File: src/rtl/async_serial_channel_defs.svh
`ifndef ASYNC_SERIAL_CHANNEL_DEFS_SVH
`define ASYNC_SERIAL_CHANNEL_DEFS_SVH

// ----------------------------------------
// Register offsets
// ----------------------------------------
`define OFF_PRIMARY_STATUS 4'h0
`define OFF_SECONDARY_STATUS 4'h1
`define OFF_RX_CONTROL 4'h3
`define OFF_MODE_CONFIG 4'h4
`define OFF_TX_CONTROL 4'h5
`define OFF_SYNC_PATTERN_LOW 4'h6
`define OFF_SYNC_PATTERN_HIGH 4'h7
`define OFF_TX_BUFFER 4'h8
`define OFF_EXTENDED_FEATURE 4'h9
`define OFF_ENCODING_CONTROL 4'ha
`define OFF_FEATURE_ENABLE 4'hf

// ----------------------------------------
// Field positions
// ----------------------------------------
`define MC_PARITY_EN 0
`define MC_PARITY_EVEN 1
`define MC_STOP_LO 2
`define MC_MODE_LO 4
`define MC_FACTOR_LO 6
`define TC_RTS 1
`define TC_TX_EN 3
`define TC_BREAK 4
`define TC_LEN_LO 5
`define RC_RX_EN 0
`define RC_AUTO_EN 5
`define RC_LEN_LO 6
`define PS_RX_AVAIL 0
`define PS_TX_EMPTY 2
`define PS_CTS 5
`define PS_BREAK 7
`define SS_ALL_SENT 0
`define SS_PARITY_ERR 4
`define SS_FRAME_ERR 6
`define FE_AUTO_RTS 0
`define XF_AUTO_RTS 2

// ----------------------------------------
// Encodings and reset values
// ----------------------------------------
`define STOP_SYNC 2'h0
`define STOP_ONE 2'h1
`define STOP_ONE_HALF 2'h2
`define MODE_FRAME 2'h2
`define ENC_AUTO_RTS 2'h2
`define RST_REG 8'h00

`endif

File: src/rtl/async_serial_channel_pkg.sv
package async_serial_channel_pkg;

	// Receiver sequencing
	typedef enum logic [2:0] {
		RX_IDLE = 3'b000,
		RX_START = 3'b001,
		RX_DATA = 3'b010,
		RX_STOP = 3'b011,
		RX_EXTEND = 3'b100
	} rx_state_t;

	// Transmitter sequencing
	typedef enum logic {
		TX_IDLE = 1'b0,
		TX_SHIFT = 1'b1
	} tx_state_t;

endpackage

File: src/rtl/async_serial_channel_core.sv
`timescale 1ns/10ps
`include "async_serial_channel_defs.svh"

// How it works
// - parity enable appends one bit per character
// - sense bit one means even, zero odd
// - break drives zeros between bit-cell edges
// - break forces line low even when disabled
// - rts pin inverts bit, cts in status
// - auto enables gate transmitter with cts pin
// - async auto holds rts until all sent
// - frame mode auto rts held until empty
// - start edge confirmed low after half bit
// - start stop stripped, parity kept if short
// - stop sampled; low sets framing error flag
// - framing flag travels with its character
// - framing error adds half bit delay
// - long characters pass three-stage delay first
// - null plus framing error sets break status
// - break end stores one null character
// - clock factor 1/16/32/64 shared both ways
// - unity factor waits one clock; sync forced
// - async frames shift register, no sync/crc
// - idle line high; write fills buffer, then shifter
// - all-sent sets at final stop bit
// - stop field 1, 2, 2 full cells for transmit
// - five to eight bits, lsb first
// - parity mismatch flagged with character
module async_serial_channel_core #(
	parameter int CHAN_DIV = 1 // Core cycles per channel clock tick
) (
	input wire logic core_clk, // 10 MHz core clock
	input wire logic reset_n, // Asynchronous reset, active low
	input wire logic [3:0] reg_addr, // Register offset
	input wire logic [7:0] reg_wdata, // Write data
	input wire logic reg_wr, // Write strobe
	input wire logic reg_rd, // Read strobe
	output logic [7:0] reg_rdata, // Read data, cycle after strobe
	input wire logic rxd, // Serial receive pin
	input wire logic cts_n, // Clear-to-send pin, active low
	output logic txd, // Serial transmit pin
	output logic rts_n // Request-to-send pin, active low
);

	// ----------------------------------------
	// Helper functions
	// ----------------------------------------

	// Character length code to bit count, same code both ways
	function automatic logic [3:0] char_len(input logic [1:0] code);
		unique case (code)
			2'h0: char_len = 4'h5;
			2'h1: char_len = 4'h7;
			2'h2: char_len = 4'h6;
			default: char_len = 4'h8;
		endcase
	endfunction

	// Bits to send; five-bit code also carries shorter formats
	function automatic logic [3:0] tx_bits(input logic [1:0] code, input logic [7:0] d);
		tx_bits = char_len(code);
		if (code == 2'h0) begin
			if (d[7:4] == 4'hf) begin
				tx_bits = 4'h1;
			end else if (d[7:5] == 3'h7) begin
				tx_bits = 4'h2;
			end else if (d[7:6] == 2'h3) begin
				tx_bits = 4'h3;
			end else if (d[7]) begin
				tx_bits = 4'h4;
			end
		end
	endfunction

	// Mask that keeps the low n bits
	function automatic logic [7:0] low_mask(input logic [3:0] n);
		low_mask = 8'hff >> (4'h8 - n);
	endfunction

	// Start bit, data, optional parity, then ones for stop
	function automatic logic [11:0] build_frame(input logic [7:0] d, input logic [3:0] n,
			input logic pen, input logic par);
		build_frame = 12'hfff;
		build_frame[0] = 1'b0;
		for (int j = 0; j < 8; j++) begin
			if (4'(j) < n) begin
				build_frame[j + 1] = d[j];
			end else if (4'(j) == n && pen) begin
				build_frame[j + 1] = par;
			end
		end
		if (n == 4'h8 && pen) begin
			build_frame[9] = par;
		end
	endfunction

	// ----------------------------------------
	// Declarations
	// ----------------------------------------
	localparam logic [15:0] DIV_LAST = 16'(CHAN_DIV - 1); // Divider wrap value

	logic [15:0] chan_cnt_ff; // Channel clock divider
	logic [7:0] mode_ff, txc_ff, rxc_ff; // Mode, transmit and receive control
	logic [7:0] feat_ff, xfeat_ff, enc_ff; // Feature, extended, encoding control
	logic [7:0] sync_lo_ff, sync_hi_ff; // Sync patterns, kept for readback only
	logic [7:0] rdata_ff; // Read data register
	logic rxd_s1_ff, rxd_s2_ff, rxd_s3_ff; // Receive pin synchroniser and history
	logic cts_s1_ff, cts_s2_ff; // Clear-to-send synchroniser
	async_serial_channel_pkg::tx_state_t tx_state_ff; // Transmitter state
	logic [6:0] tx_cnt_ff; // Ticks within the bit cell
	logic [11:0] tx_sr_ff; // Transmit shift register
	logic [3:0] tx_cells_ff; // Cells still to send after the current one
	logic [7:0] tx_buf_ff; // Transmit buffer
	logic tx_full_ff; // Buffer holds a character
	logic tx_half_ff; // One and a half stops requested; no cell is shortened
	logic brk_ff; // Break active on the line
	logic txd_ff, rts_n_ff; // Pin registers
	logic all_sent_ff; // Transmitter completely empty
	async_serial_channel_pkg::rx_state_t rx_state_ff; // Receiver state
	logic [6:0] rx_cnt_ff; // Ticks to the next sample
	logic [3:0] rx_idx_ff; // Bits assembled so far
	logic [8:0] rx_sr_ff; // Receive shift register
	logic [2:0] rx_dly_ff; // Three-stage delay for long characters
	logic rx_par_ff; // Running parity of received bits
	logic [7:0] rx_char_ff; // Received character holding register
	logic rx_fe_ff, rx_pe_ff, rx_avail_ff; // Flags stored with the character
	logic rx_brk_ff; // Break seen on the line

	// ----------------------------------------
	// Decoding and selection
	// ----------------------------------------
	wire chan_tick = (chan_cnt_ff >= DIV_LAST); // One-cycle channel clock enable
	wire wr_buf = reg_wr && reg_addr == `OFF_TX_BUFFER;
	wire rd_char = reg_rd && reg_addr == `OFF_TX_BUFFER; // Same offset reads received data
	wire [1:0] stop_sel = mode_ff[`MC_STOP_LO +: 2];
	wire is_async = stop_sel != `STOP_SYNC;
	wire frame_mode = !is_async && mode_ff[`MC_MODE_LO +: 2] == `MODE_FRAME;
	wire par_en = mode_ff[`MC_PARITY_EN];
	wire par_even = mode_ff[`MC_PARITY_EVEN];
	wire [1:0] fsel = is_async ? mode_ff[`MC_FACTOR_LO +: 2] : 2'h0;
	wire [6:0] bit_len = (fsel == 2'h0) ? 7'd1 : (7'd8 << fsel);
	wire [6:0] half_len = (bit_len == 7'd1) ? 7'd1 : (bit_len >> 1);
	wire cts_low = !cts_s2_ff;
	wire tx_go = txc_ff[`TC_TX_EN] && (!rxc_ff[`RC_AUTO_EN] || cts_low);
	wire tx_empty = tx_state_ff == async_serial_channel_pkg::TX_IDLE && !tx_full_ff;
	wire tx_done = tx_state_ff == async_serial_channel_pkg::TX_IDLE || tx_cells_ff == 4'h0;
	wire last_half = tx_half_ff && tx_cells_ff == 4'h0 && !tx_done;
	wire [6:0] cell_len = (tx_state_ff == async_serial_channel_pkg::TX_SHIFT && last_half) ? half_len : bit_len;
	wire bit_edge = chan_tick && tx_cnt_ff >= cell_len - 7'd1; // Bit-cell boundary
	wire [3:0] tx_n = tx_bits(txc_ff[`TC_LEN_LO +: 2], tx_buf_ff);
	wire tx_par = ^(tx_buf_ff & low_mask(tx_n)) ^ !par_even;
	wire [11:0] tx_frame = build_frame(tx_buf_ff, tx_n, par_en, tx_par);
	// One and a half stops become two full cells at every factor
	wire [3:0] stop_cells = (stop_sel == `STOP_ONE || stop_sel == `STOP_SYNC) ? 4'h1 : 4'h2;
	wire [3:0] tx_total = tx_n + {3'h0, par_en} + stop_cells; // Cells after the start bit
	wire rts_auto = (is_async && rxc_ff[`RC_AUTO_EN]) || (frame_mode && feat_ff[`FE_AUTO_RTS]
		&& xfeat_ff[`XF_AUTO_RTS] && enc_ff[3:2] == `ENC_AUTO_RTS);
	wire rx_en = rxc_ff[`RC_RX_EN];
	wire [3:0] rx_len = char_len(rxc_ff[`RC_LEN_LO +: 2]);
	wire [3:0] rx_n = rx_len + {3'h0, par_en}; // Bits assembled per character
	wire rx_long = rx_len >= 4'h7;
	wire rx_fall = !rxd_s2_ff && rxd_s3_ff; // High-to-low on the line
	wire rx_expire = chan_tick && rx_cnt_ff <= 7'd1;
	wire rx_bit = rxd_s2_ff;
	wire [11:0] rx_asm = rx_long ? {rx_dly_ff, rx_sr_ff} : {3'h0, rx_sr_ff};
	wire [3:0] rx_sh = (rx_long ? 4'hc : 4'h9) - rx_n;
	wire [11:0] rx_just = rx_asm >> rx_sh; // Right-justified, parity above data
	wire [7:0] rx_word = rx_just[7:0];
	wire rx_null = (rx_word & low_mask(rx_len)) == 8'h00;
	wire rx_fe = !rx_bit;
	wire rx_pe = par_en && (rx_par_ff ^ !par_even);
	wire rx_store = rx_state_ff == async_serial_channel_pkg::RX_STOP && rx_expire;
	wire brk_end = rx_brk_ff && rx_bit && rx_state_ff == async_serial_channel_pkg::RX_IDLE;
	wire [7:0] prim_status = {rx_brk_ff, 1'b0, cts_low, 2'b00, !tx_full_ff, 1'b0, rx_avail_ff};
	wire [7:0] sec_status = {1'b0, rx_fe_ff, 1'b0, rx_pe_ff, 3'h0, all_sent_ff};
	logic [7:0] rd_mux; // Selected read value
	always_comb begin
		unique case (reg_addr)
			`OFF_PRIMARY_STATUS: rd_mux = prim_status;
			`OFF_SECONDARY_STATUS: rd_mux = sec_status;
			`OFF_RX_CONTROL: rd_mux = rxc_ff;
			`OFF_MODE_CONFIG: rd_mux = mode_ff;
			`OFF_TX_CONTROL: rd_mux = txc_ff;
			`OFF_SYNC_PATTERN_LOW: rd_mux = sync_lo_ff;
			`OFF_SYNC_PATTERN_HIGH: rd_mux = sync_hi_ff;
			`OFF_TX_BUFFER: rd_mux = rx_char_ff;
			`OFF_EXTENDED_FEATURE: rd_mux = xfeat_ff;
			`OFF_ENCODING_CONTROL: rd_mux = enc_ff;
			`OFF_FEATURE_ENABLE: rd_mux = feat_ff;
			default: rd_mux = 8'h00; // Unmapped offsets read zero
		endcase
	end

	assign reg_rdata = rdata_ff;
	assign txd = txd_ff;
	assign rts_n = rts_n_ff;

	// ----------------------------------------
	// Channel clock divider and pin synchronisers
	// ----------------------------------------

	// Divider gives the channel clock as an enable pulse
	always_ff @(posedge core_clk or negedge reset_n) begin
		if (!reset_n) begin
			chan_cnt_ff <= 16'h0000;
		end else begin
			chan_cnt_ff <= chan_tick ? 16'h0000 : chan_cnt_ff + 16'h0001;
		end
	end

	// Two flops per pin; the third only remembers the line for edges
	always_ff @(posedge core_clk or negedge reset_n) begin
		if (!reset_n) begin
			{rxd_s1_ff, rxd_s2_ff, rxd_s3_ff} <= 3'h7;
			{cts_s1_ff, cts_s2_ff} <= 2'h3;
		end else begin
			{rxd_s3_ff, rxd_s2_ff, rxd_s1_ff} <= {rxd_s2_ff, rxd_s1_ff, rxd};
			{cts_s2_ff, cts_s1_ff} <= {cts_s1_ff, cts_n};
		end
	end

	// ----------------------------------------
	// Register file
	// ----------------------------------------

	// Configuration writes; reset leaves both directions off
	always_ff @(posedge core_clk or negedge reset_n) begin
		if (!reset_n) begin
			{mode_ff, txc_ff, rxc_ff, feat_ff} <= {4{`RST_REG}};
			{xfeat_ff, enc_ff, sync_lo_ff, sync_hi_ff} <= {4{`RST_REG}};
		end else if (reg_wr) begin
			unique case (reg_addr)
				`OFF_MODE_CONFIG: mode_ff <= reg_wdata;
				`OFF_TX_CONTROL: txc_ff <= reg_wdata;
				`OFF_RX_CONTROL: rxc_ff <= reg_wdata;
				`OFF_FEATURE_ENABLE: feat_ff <= reg_wdata;
				`OFF_EXTENDED_FEATURE: xfeat_ff <= reg_wdata;
				`OFF_ENCODING_CONTROL: enc_ff <= reg_wdata;
				`OFF_SYNC_PATTERN_LOW: sync_lo_ff <= reg_wdata;
				`OFF_SYNC_PATTERN_HIGH: sync_hi_ff <= reg_wdata;
				default: ;
			endcase
		end
	end

	// Read data stands only in the cycle after the strobe
	always_ff @(posedge core_clk or negedge reset_n) begin
		if (!reset_n) begin
			rdata_ff <= 8'h00;
		end else begin
			rdata_ff <= reg_rd ? rd_mux : 8'h00;
		end
	end

	// ----------------------------------------
	// Transmitter
	// ----------------------------------------

	// Buffer: a write fills it, a load into the shifter wins nothing over it
	always_ff @(posedge core_clk or negedge reset_n) begin
		if (!reset_n) begin
			tx_buf_ff <= 8'h00;
			tx_full_ff <= 1'b0;
		end else if (wr_buf) begin
			tx_buf_ff <= reg_wdata;
			tx_full_ff <= 1'b1;
		end else if (bit_edge && !brk_ff && !txc_ff[`TC_BREAK] && tx_done && tx_go) begin
			tx_full_ff <= 1'b0;
		end
	end

	// Bit-cell timer runs always, so break timing holds when idle
	always_ff @(posedge core_clk or negedge reset_n) begin
		if (!reset_n) begin
			tx_cnt_ff <= 7'd0;
		end else if (chan_tick) begin
			tx_cnt_ff <= bit_edge ? 7'd0 : tx_cnt_ff + 7'd1;
		end
	end

	// Shifter, break and line; everything moves on bit-cell edges
	always_ff @(posedge core_clk or negedge reset_n) begin
		if (!reset_n) begin
			tx_state_ff <= async_serial_channel_pkg::TX_IDLE;
			tx_sr_ff <= 12'hfff;
			tx_cells_ff <= 4'h0;
			tx_half_ff <= 1'b0;
			brk_ff <= 1'b0;
			txd_ff <= 1'b1;
		end else if (bit_edge) begin
			brk_ff <= txc_ff[`TC_BREAK];
			if (txc_ff[`TC_BREAK]) begin
				txd_ff <= 1'b0;
			end else if (!tx_done) begin
				// Resumes the held shifter after a break
				txd_ff <= tx_sr_ff[0];
				tx_sr_ff <= {1'b1, tx_sr_ff[11:1]};
				tx_cells_ff <= tx_cells_ff - 4'h1;
			end else if (tx_full_ff && tx_go && !brk_ff) begin // One marking cell after a break, as the buffer expects
				// Start bit goes out now, the rest shifts straight to the pin
				txd_ff <= 1'b0;
				tx_sr_ff <= {1'b1, tx_frame[11:1]};
				tx_cells_ff <= tx_total;
				tx_half_ff <= stop_sel == `STOP_ONE_HALF && bit_len != 7'd1;
				tx_state_ff <= async_serial_channel_pkg::TX_SHIFT;
			end else begin
				txd_ff <= 1'b1;
				tx_state_ff <= async_serial_channel_pkg::TX_IDLE;
			end
		end
	end

	// All sent rises as the last stop cell starts with nothing waiting
	always_ff @(posedge core_clk or negedge reset_n) begin
		if (!reset_n) begin
			all_sent_ff <= 1'b1;
		end else if (bit_edge && !txc_ff[`TC_BREAK] && !tx_done && tx_cells_ff == 4'h1 && !tx_full_ff) begin
			all_sent_ff <= 1'b1;
		end else if (wr_buf) begin
			all_sent_ff <= 1'b0;
		end
	end

	// Auto modes keep the pin active until the shifter is empty
	always_ff @(posedge core_clk or negedge reset_n) begin
		if (!reset_n) begin
			rts_n_ff <= 1'b1;
		end else begin
			rts_n_ff <= !(txc_ff[`TC_RTS] || (rts_auto && !(tx_empty && all_sent_ff)));
		end
	end

	// ----------------------------------------
	// Receiver
	// ----------------------------------------

	// Start detection, assembly and stop check
	always_ff @(posedge core_clk or negedge reset_n) begin
		if (!reset_n) begin
			rx_state_ff <= async_serial_channel_pkg::RX_IDLE;
			rx_cnt_ff <= 7'd0;
			rx_idx_ff <= 4'h0;
			rx_sr_ff <= 9'h000;
			rx_dly_ff <= 3'h0;
			rx_par_ff <= 1'b0;
		end else begin
			if (chan_tick && rx_cnt_ff != 7'd0) begin
				rx_cnt_ff <= rx_cnt_ff - 7'd1;
			end
			unique case (rx_state_ff)
				async_serial_channel_pkg::RX_IDLE: begin
					if (rx_en && rx_fall) begin
						rx_state_ff <= async_serial_channel_pkg::RX_START;
						rx_cnt_ff <= half_len;
						rx_idx_ff <= 4'h0;
						rx_sr_ff <= 9'h000;
						rx_dly_ff <= 3'h0;
						rx_par_ff <= 1'b0;
					end
				end
				async_serial_channel_pkg::RX_START: begin
					if (rx_expire) begin
						// A glitch that is high again is not a start bit
						rx_state_ff <= rx_bit ? async_serial_channel_pkg::RX_IDLE : async_serial_channel_pkg::RX_DATA;
						rx_cnt_ff <= bit_len;
					end
				end
				async_serial_channel_pkg::RX_DATA: begin
					if (rx_expire) begin
						rx_par_ff <= rx_par_ff ^ rx_bit;
						if (rx_long) begin
							rx_dly_ff <= {rx_bit, rx_dly_ff[2:1]};
							rx_sr_ff <= {rx_dly_ff[0], rx_sr_ff[8:1]};
						end else begin
							rx_sr_ff <= {rx_bit, rx_sr_ff[8:1]};
						end
						rx_idx_ff <= rx_idx_ff + 4'h1;
						rx_cnt_ff <= bit_len;
						if (rx_idx_ff == rx_n - 4'h1) begin
							rx_state_ff <= async_serial_channel_pkg::RX_STOP;
						end
					end
				end
				async_serial_channel_pkg::RX_STOP: begin
					if (rx_expire) begin
						// Half bit more so a low stop is not a new start
						rx_state_ff <= rx_fe ? async_serial_channel_pkg::RX_EXTEND : async_serial_channel_pkg::RX_IDLE;
						rx_cnt_ff <= half_len;
					end
				end
				async_serial_channel_pkg::RX_EXTEND: begin
					if (rx_expire) begin
						rx_state_ff <= async_serial_channel_pkg::RX_IDLE;
					end
				end
				default: rx_state_ff <= async_serial_channel_pkg::RX_IDLE;
			endcase
		end
	end

	// Holding register; flags are stored with the character, not latched
	always_ff @(posedge core_clk or negedge reset_n) begin
		if (!reset_n) begin
			rx_char_ff <= 8'h00;
			rx_fe_ff <= 1'b0;
			rx_pe_ff <= 1'b0;
			rx_avail_ff <= 1'b0;
		end else if (rx_store) begin
			rx_char_ff <= rx_word;
			rx_fe_ff <= rx_fe;
			rx_pe_ff <= rx_pe;
			rx_avail_ff <= 1'b1; // Set wins over a read in the same cycle
		end else if (brk_end) begin
			rx_char_ff <= 8'h00;
			rx_fe_ff <= 1'b0;
			rx_pe_ff <= par_en && !par_even;
			rx_avail_ff <= 1'b1;
		end else if (rd_char) begin
			rx_avail_ff <= 1'b0;
		end
	end

	// Break status holds until the line returns to one
	always_ff @(posedge core_clk or negedge reset_n) begin
		if (!reset_n) begin
			rx_brk_ff <= 1'b0;
		end else if (rx_store && rx_fe && rx_null) begin
			rx_brk_ff <= 1'b1;
		end else if (brk_end) begin
			rx_brk_ff <= 1'b0;
		end
	end

endmodule

File: config.mk
export PLATFORM = sky130hd
export DESIGN_NAME = async_serial_channel_core
export DESIGN_NICKNAME = d
export VERILOG_FILES = /design/src/rtl/async_serial_channel_pkg.sv /design/src/rtl/async_serial_channel_core.sv
export VERILOG_INCLUDE_DIRS = /design/src /design/src/rtl
export SDC_FILE = /design/constraint.sdc
export NUM_CORES = 1
export LEC_CHECK = 0
export ABC_AREA = 1
export BUFFER_PORTS_ARGS = -buffer_cell sky130_fd_sc_hd__buf_2
export CAP_MARGIN = 25
export CORE_AREA = 3 3 126 128
export CTS_CLUSTER_DIAMETER = 30
export DETAILED_ROUTE_END_ITERATION = 7
export DIE_AREA = 0 0 129 131
export GPL_TIMING_DRIVEN = 0
export HOLD_SLACK_MARGIN = 0.15
export PLACE_DENSITY = 0.76
export SYNTH_ARGS = -nofsm -noshare
export SYNTH_HDL_FRONTEND = slang
export SYNTH_SLANG_ARGS = --single-unit
File: constraint.sdc
create_clock -name core_clk -period 4.06 [get_ports core_clk]
set_input_delay 0.406 -clock core_clk [delete_from_list [all_inputs] [get_ports core_clk]]
set_output_delay 0.406 -clock core_clk [all_outputs]
set_load 0.05 [all_outputs]
==> metrics.log, run 1 <==
[metrics] Final Net Count: around 1100
[metrics] Site Rows: 45
[metrics] post-route minimum period: approximately 3800 ps
[metrics] setup slack after layout: ~240 ps
[metrics] Clk Latency, worst-skew pair: 430 ps
[metrics] post-layout utilization of the core: around three fifths
[metrics] initial antenna violation count: 0
[metrics] initial cell density of the core: 54.80%
[metrics] flip-flop and latch count after synthesis: 150
[metrics] cell with the biggest individual delay on the critical path: sky130_fd_sc_hd__fa_1
[metrics] final number of hold-violating endpoints: 0
[metrics] clock root cell: sky130_fd_sc_hd__clkbuf_16
[metrics] Placed Cells: roughly 1200
[metrics] DR pass1 iterations: 8
[metrics] Data required, critical path: between 4000 and 5000 ps
[metrics] global-route wire length before repair: around 33000 um
[metrics] Pwr Density: 659.8 mW/mm2
[metrics] layout-stage area growth over the synthesis result: 13.00%
[metrics] final cell area excluding filler cells: ~0.0093 mm2
[metrics] height of the die: approximately 130 um
[metrics] number of global-route vias before repair: roughly 6500
[metrics] area enclosed by the die boundary: approximately 0.017 mm2
[metrics] FFs w/ async S/R, synth: 100.0%
[metrics] number of nets still failing antenna checks after routing: 0
[metrics] Peak Freq: 261.8 MHz
[metrics] EDFF count, synth: 0
[metrics] met2 routed wirelength: 9408 um
[metrics] Avg Cell Area, Syn: between 8 and 9 um2
[metrics] GRT Util Overall: between 20% and 30%
[metrics] outcome: finished, final reports clean
[metrics] Crit. End Element: flip-flop
[metrics] placer's final routability congestion estimate: 0.9267
[metrics] floorplan core area: roughly 0.015 mm2
[metrics] TritonCTS Sinks: 150
[metrics] DRC errors left: 0
[metrics] Via Count: about 7000
[metrics] Area contributors post-synth: sky130_fd_sc_hd__dfrtp_1, sky130_fd_sc_hd__nand2_1, sky130_fd_sc_hd__o21ai_0
[metrics] biggest fanout along the worst timing path: 8
[metrics] share of the clock period used by the worst path after layout: a little over nine tenths
[metrics] power consumption: between 6000 and 7000 uW
[metrics] Port-buffer cells: 26
[metrics] worst slew pin tran: between 800 and 900 ps
[metrics] post-placement cell area: ~0.0086 mm2
[metrics] sequence of cells on the critical path: inv_1, ha_1, inv_1, a21oi_1, ha_1, inv_1, fa_1, inv_1, ha_1, nand2_1, o21bai_1, xor2_2, inv_2, o221ai_1, nand2_1, nor3b_1, nand3_1, o21ai_0
[metrics] number of DRC markers after the initial detailed-route iteration: 760
[metrics] Layout Cells excl Fill: roughly 1300
[metrics] type of the worst setup path: reg -> reg
[metrics] internal reg-to-reg setup slack: approximately 240 ps
[metrics] Post-Syn Area: 0.008207 mm2
[metrics] worst clock skew: 10.14 ps
[metrics] uppermost signal routing layer after detailed routing: met4
[metrics] CTS tree: done
[metrics] routed wirelength normalized by instance count: about 16 um
[metrics] Slew Viols, Final: 0
[metrics] kind of cell adding the most delay to the critical path: adder cells
[metrics] VDD IR max: roughly 0.38 mV
[metrics] HPWL after detailed placement: roughly 14000 um
[metrics] count of warnings emitted by yosys: 0
[metrics] part of the Yosys area used for sequential elements: between 40% and 50%
[metrics] Crit path arrival time: approximately 4200 ps
[metrics] Worst Path Buf+Inv: 5
[metrics] startpoint types: flip-flop
[metrics] Die Wd: about 130 um
[metrics] met1 routed wirelength after detailed routing: 9153 um
[metrics] most frequently used flop master after synthesis: sky130_fd_sc_hd__dfrtp_1
[metrics] layout cells sized above 1: a little under an eighth
[metrics] buffers from clock root to sink, at most: 2
[metrics] clock input transition at the sequential cells of the worst setup and hold paths: roughly 70 ps
[metrics] total leakage power: approximately 0.0045 uW
[metrics] I/O pin total: 28
[metrics] final setup fails: 0
[metrics] most common cell type on the critical path: sky130_fd_sc_hd__inv_1
[metrics] grt ovf: 0
[metrics] maximum number of pins on one net before global-route repair: 89
[metrics] proportion of netlist area held by the largest area contributor: roughly two fifths
[metrics] wire length reported by the detailed router: about 20000 um
[metrics] library cell occupying the most area in the post-synthesis netlist: sky130_fd_sc_hd__dfrtp_1
[metrics] HP Class: in -> reg
[metrics] maxcap violations: 0
[metrics] Relative slew margins: between 40 and 50%
[metrics] most frequent cell after synthesis: sky130_fd_sc_hd__nand2_1
[metrics] routed wl met3: approximately 1200 um
[metrics] highest cell delay on the worst timing path: roughly 470 ps
[metrics] TritonCTS buffer count: 17
[metrics] count of different cell masters after synthesis: between 50 and 60
[metrics] CTS H-tree depth: 4
[metrics] pre-CTS setup slack: about 280 ps
[metrics] # diodes: 0
[metrics] post-synthesis instance total: roughly 1000
[metrics] most common library cells after synthesis: sky130_fd_sc_hd__nand2_1, sky130_fd_sc_hd__dfrtp_1, sky130_fd_sc_hd__inv_1
[metrics] detail-routed via count per cell: 5.562
## stage by stage
| step | hold WS (ps) | setup TNS (ps) |
|---|---|---|
| after floorplan | 110.4 | 0 |
| after global placement | 346.2 | 0 |
| after detailed placement | 347.3 | 0 |
| after CTS | 274.2 | 0 |
| after global routing | 300.9 | -75.88 |
| final | 288.2 | 0 |
## worst paths after layout
check	startpoint	endpoint	depth (start not counted)
setup / recovery	rxc_ff[7]	rx_brk_ff	18
hold / removal	reg_rd	reg_rdata[0]	3
setup reg to reg	rxc_ff[7]	rx_brk_ff	18
hold reg to reg	rxd_s1_ff	rx_bit	0
max in group asynchronous	reset_n	cts_s1_ff	3
min in group asynchronous	reset_n	tx_cells_ff[1]	2
## state kept, by name (all words and copies together) (netlist names), 4 cells and up
register / count
rx_sr_ff: 9
tx_sr_ff: 9
enc_ff: 8
feat_ff: 8
mode_ff: 8
reg_rdata: 8
rx_char_ff: 8
rxc_ff: 8
sync_hi_ff: 8
sync_lo_ff: 8
tx_buf_ff: 8
txc_ff: 8
xfeat_ff: 8
rx_cnt_ff: 7
tx_cnt_ff: 7
rx_idx_ff: 4
tx_cells_ff: 4
## metal layers
layer / global-route usage [%] / up-vias
li1: - / 3437
met1: 33.95 / 3342
met2: 38.90 / 201
met3: 4.837 / 39
met4: 8.524 / 0
met5: 0 / -
## kinds of logic after synthesis
kind of cell               count (synthesis)  synth area share (%)
and+or+nand+nor                          403                 21.25
buffers and inverters                    161                 7.440
xor gates and xnor gates                  18                 2.013
adders and majority gates                 40                 6.464
AOI/OAI and AO/OA                        233                 16.66
other                                      1               0.04569
DFF                                      150                 46.00
muxes                                      1                0.1220
## tightest hold or removal path: cells and delay by family
| family | cells | cell delay (ps) |
|---|---|---|
| and+or+nand+nor | 1 | 80 |
| buffers and inverters | 2 | 190 |
## cell usage in the layout, fill, tap and decap left out, types with 4 or more instances in the layout
| cell type | netlist | layout |
|---|---|---|
| sky130_fd_sc_hd__a21oi_1 | 31 | 31 |
| sky130_fd_sc_hd__dfstp_2 | 17 | 17 |
| sky130_fd_sc_hd__nand3_1 | 34 | 34 |
| sky130_fd_sc_hd__ha_1 | 36 | 36 |
| sky130_fd_sc_hd__o21ai_0 | 127 | 127 |
| sky130_fd_sc_hd__nand2_2 | 8 | 8 |
| sky130_fd_sc_hd__inv_2 | 7 | 7 |
| sky130_fd_sc_hd__dfrtp_1 | 133 | 133 |
| sky130_fd_sc_hd__buf_4 | 0 | 4 |
| sky130_fd_sc_hd__nor3_1 | 9 | 9 |
| sky130_fd_sc_hd__inv_1 | 133 | 133 |
| sky130_fd_sc_hd__clkbuf_1 | 14 | 14 |
| sky130_fd_sc_hd__o211ai_1 | 4 | 4 |
| sky130_fd_sc_hd__or2_2 | 4 | 4 |
| sky130_fd_sc_hd__xor2_1 | 12 | 11 |
| sky130_fd_sc_hd__nor2_1 | 78 | 78 |
| sky130_fd_sc_hd__o2111ai_1 | 5 | 5 |
| sky130_fd_sc_hd__nand4_1 | 8 | 8 |
| sky130_fd_sc_hd__xnor2_1 | 5 | 5 |
| sky130_fd_sc_hd__nand3_2 | 8 | 8 |
| sky130_fd_sc_hd__clkbuf_16 | 0 | 17 |
| sky130_fd_sc_hd__buf_2 | 5 | 30 |
| sky130_fd_sc_hd__o21ai_1 | 4 | 4 |
| sky130_fd_sc_hd__o22ai_1 | 16 | 16 |
| sky130_fd_sc_hd__a22o_1 | 4 | 4 |
| sky130_fd_sc_hd__inv_6 | 0 | 6 |
| sky130_fd_sc_hd__nand2_1 | 241 | 241 |
| sky130_fd_sc_hd__nand2_4 | 5 | 5 |
| sky130_fd_sc_hd__a221oi_1 | 16 | 16 |
| sky130_fd_sc_hd__a31oi_1 | 4 | 4 |
| sky130_fd_sc_hd__fa_1 | 4 | 4 |
## power by group
group | switching (uW) | internal (uW)
registers | 278 | 1900
clock network | 692 | 871
logic | 1500 | 877
total | 2470 | 3650
## timing repair
item                       in CTS  in global routing
gates resized for setup         0                  2
setup endpoints to repair       0                  1
hold endpoints to repair       75                  0
hold buffers                    3                  0
buffers inserted                0                  4
## final cells by class
| class | instances | area (um2) |
|---|---|---|
| Clock inverter | 15 | 160.2 |
| Tap cell | 188 | 235.2 |
| Multi-Input combinational cell | 697 | 3844 |
| Fill cell | 1286 | 5703 |
| Sequential cell | 150 | 3775 |
| Timing Repair Buffer | 34 | 224.0 |
| Buffer | 19 | 77.57 |
| Clock buffer | 17 | 425.4 |
| Inverter | 142 | 533.0 |
No activity file was read; power rests on OpenSTA's default activity.
==> run 2: changes to the inputs <==
--- a/config.mk
+++ b/config.mk
@@ -7,7 +7,7 @@
 export NUM_CORES = 1
 export LEC_CHECK = 0
 export ABC_AREA = 1
-export BUFFER_PORTS_ARGS = -buffer_cell sky130_fd_sc_hd__buf_2
+export BUFFER_PORTS_ARGS = -buffer_cell sky130_fd_sc_hd__buf_4
 export CAP_MARGIN = 25
 export CORE_AREA = 3 3 126 128
 export CTS_CLUSTER_DIAMETER = 30
@@ -16,6 +16,7 @@
 export GPL_TIMING_DRIVEN = 0
 export HOLD_SLACK_MARGIN = 0.15
 export PLACE_DENSITY = 0.76
+export REMOVE_ABC_BUFFERS = 1
 export SYNTH_ARGS = -nofsm -noshare
 export SYNTH_HDL_FRONTEND = slang
 export SYNTH_SLANG_ARGS = --single-unit
==> metrics.log, run 2 (synthesis results as in run 1) <==
[metrics] outcome: finished, final reports clean
[metrics] TritonCTS buffer count: 17
[metrics] DRC errors left: 0
[metrics] type of the worst setup path: reg -> reg
[metrics] depth of the worst register-to-register path: 17
[metrics] clock share of power: about 28%
[metrics] number of nets still failing antenna checks after routing: 0
[metrics] Crit. End Element: flip-flop
[metrics] DR pass1 iterations: 5
[metrics] # diodes: 0
[metrics] HPWL after detailed placement: around 14000 um
[metrics] top flop regs: rx_sr_ff: 9 flops, tx_sr_ff: 9 flops
[metrics] routed wirelength normalized by instance count: 15.95 um
[metrics] GRT Util Overall: 24.40%
[metrics] Sw Share: between 30% and 40%
[metrics] Slew Viols, Final: 0
[metrics] initial antenna violation count: 0
[metrics] Layout Cells excl Fill: ~1200
[metrics] Clk Latency, worst-skew pair: between 400 and 500 ps
[metrics] TritonCTS Sinks: 150
[metrics] startpoint types: flip-flop
[metrics] internal reg-to-reg setup slack: 340 ps
[metrics] commonest non-fill, non-tap cells in the layout: sky130_fd_sc_hd__nand2_1, sky130_fd_sc_hd__dfrtp_1, sky130_fd_sc_hd__inv_1
[metrics] CTS tree: done
[metrics] layout-stage area growth over the synthesis result: 13.87%
[metrics] layout cells sized above 1: 11.85%
[metrics] floorplan core area: about 0.015 mm2
[metrics] Hold Crit Start: reg_rd
[metrics] Via Count: approximately 7000
[metrics] number of global-route vias before repair: about 6400
[metrics] wire length reported by the detailed router: 19820 um
[metrics] worst min-delay path endpoint: reg_rdata[0]
[metrics] clock input transition at the sequential cells of the worst setup and hold paths: roughly 60 ps
[metrics] Setup TNS Final: 0 ps
[metrics] most frequent standard cell in the layout excluding fill and tap cells: sky130_fd_sc_hd__nand2_1
[metrics] Placed Cells: around 1200
[metrics] Pwr Density: approximately 670 mW/mm2
[metrics] Die Wd: 129 um
[metrics] total leakage power: 0.004540 uW
[metrics] maximum number of pins on one net before global-route repair: 81
[metrics] VDD IR max: between 0.4 and 0.5 mV
[metrics] pre-CTS setup slack: 8.416 ps
[metrics] setup slack after layout: about 340 ps
[metrics] Site Rows: between 40 and 50
[metrics] Relative slew margins: about a third
[metrics] internal power: about 3800 uW
[metrics] maxcap violations: 0
[metrics] cell count of the worst hold path: 3
[metrics] RSZ-0062 raised after global routing: no
[metrics] share of the clock period used by the worst path after layout: approximately nine tenths
[metrics] worst clock skew: 13.09 ps
[metrics] Final Net Count: 1100
[metrics] worst flop-to-flop path startpoint: mode_ff[3]
[metrics] post-route minimum period: 3721 ps
[metrics] grt ovf: 0
[metrics] Psw: about 2400 uW
[metrics] worst slew pin tran: 1022 ps
[metrics] final number of hold-violating endpoints: 0
[metrics] global-route wire length before repair: between 30000 and 40000 um
[metrics] height of the die: around 130 um
[metrics] number of DRC markers after the initial detailed-route iteration: between 600 and 700
[metrics] Peak Freq: 268.8 MHz
[metrics] CTS H-tree depth: 4
[metrics] clock root cell: sky130_fd_sc_hd__clkbuf_16
[metrics] Port-buffer cells: 27
[metrics] I/O pin total: 28
[metrics] HP Class: in -> reg
[metrics] endpoint of the most critical register-to-register path: tx_sr_ff[8]
[metrics] initial cell density of the core: 54.80%
[metrics] Data required, critical path: around 4400 ps
[metrics] area enclosed by the die boundary: ~0.017 mm2
[metrics] buffers from clock root to sink, at most: 2
[metrics] final setup fails: 0
[metrics] biggest fanout along the worst timing path: 17
[metrics] placer's final routability congestion estimate: 0.8829
[metrics] worst hold slack: between 300 and 400 ps
[metrics] proportion of power drawn by flip-flops and latches: 34.6%
[metrics] detail-routed via count per cell: 5.595
[metrics] Crit path arrival time: about 4000 ps
[metrics] combinational share of power: between 30% and 40%
==> run 2: cell types whose count changed in the layout (fill, tap and decap cells not counted), moves of 3 or more <==
| cell | previous run | this run |
|---|---|---|
| sky130_fd_sc_hd__bufinv_16 | 1 | 4 |
| sky130_fd_sc_hd__buf_2 | 30 | 0 |
| sky130_fd_sc_hd__clkinv_4 | 0 | 4 |
| sky130_fd_sc_hd__buf_4 | 4 | 29 |
| sky130_fd_sc_hd__clkbuf_1 | 14 | 0 |
| sky130_fd_sc_hd__inv_6 | 6 | 2 |
==> run 2: stage by stage <==
| stage | cell area, um2 | power [uW] | util (%) |
|---|---|---|---|
| after floorplan | 8133 | 3862 | - |
| after global placement | 8571 | 4350 | 57.23 |
| after detailed placement | 8602 | 4429 | 57.44 |
| after CTS | 9293 | 6196 | 62.05 |
| after global routing | 9345 | 6753 | 62.40 |
| final | 9345 | 6283 | 62.40 |
==> run 2: timing repair <==
item,CTS,global route
pin swaps,0,2
hold endpoints to repair,58,0
setup buffers,0,3
endpoints found under the setup margin,4,8
resized for setup,1,7
hold buffers,3,0
gates cloned,0,0
==> run 2: worst max path at each step <==
stage | startpoint | to | slack [ps] | cells after the start
after floorplan | rxc_ff[6] | rx_brk_ff | 880 | 17
after global placement | mode_ff[3] | tx_cells_ff[0] | 70 | 16
after detailed placement | mode_ff[3] | tx_cells_ff[2] | 8 | 16
after CTS | rxc_ff[6] | rx_brk_ff | 150 | 18
after global routing | mode_ff[3] | tx_sr_ff[8] | 20 | 17
final | mode_ff[3] | tx_sr_ff[8] | 340 | 17
==> run 2: critical path, stage by stage (launching register included) <==
cell and delay, ps:
sky130_fd_sc_hd__dfrtp_1 480, sky130_fd_sc_hd__nor2_1 280, sky130_fd_sc_hd__nor2_1 130, sky130_fd_sc_hd__nor2_2 240, sky130_fd_sc_hd__inv_1 100, sky130_fd_sc_hd__ha_1 220
sky130_fd_sc_hd__xor2_1 160, sky130_fd_sc_hd__ha_1 310, sky130_fd_sc_hd__a21oi_1 170, sky130_fd_sc_hd__o21a_1 120, sky130_fd_sc_hd__nand3_1 260, sky130_fd_sc_hd__nand2_1 210
sky130_fd_sc_hd__inv_1 100, sky130_fd_sc_hd__nand2_2 280, sky130_fd_sc_hd__clkinvlp_4 280, sky130_fd_sc_hd__nand4_1 130, sky130_fd_sc_hd__nor2_1 60, sky130_fd_sc_hd__a21oi_1 110
==> run 2: power by group through the flow <==
stage / combinational, uW / sequential, uW / clock, uW
2_1_floorplan: 1700 / 2170 / 0
3_3_place_gp: 2170 / 2180 / 0
3_5_place_dp: 2240 / 2190 / 0
4_1_cts: 2270 / 2170 / 1760
5_1_grt: 2720 / 2220 / 1820
6_report: 2370 / 2180 / 1740
==> run 2: area by class of cell <==
class / count / area, um2
clock buffers: 18 / 439.2
clock inverters: 14 / 219.0
fillers: 1290 / 5632
inverters: 142 / 536.8
multi-input cells: 697 / 3854
flip-flops and latches: 150 / 3775
well taps: 188 / 235.2
repair buffers: 34 / 286.5
==> run 2: metal layers <==
layer / global-route usage (%) / share of wire, % / vias up
met2: 37.84 / 45 / 229
li1: - / - / 3404
met1: 34.17 / 46 / 3287
met3: 5.528 / 6.3 / 34
met4: 8.030 / 2.5 / 0
met5: 0 / 0 / -
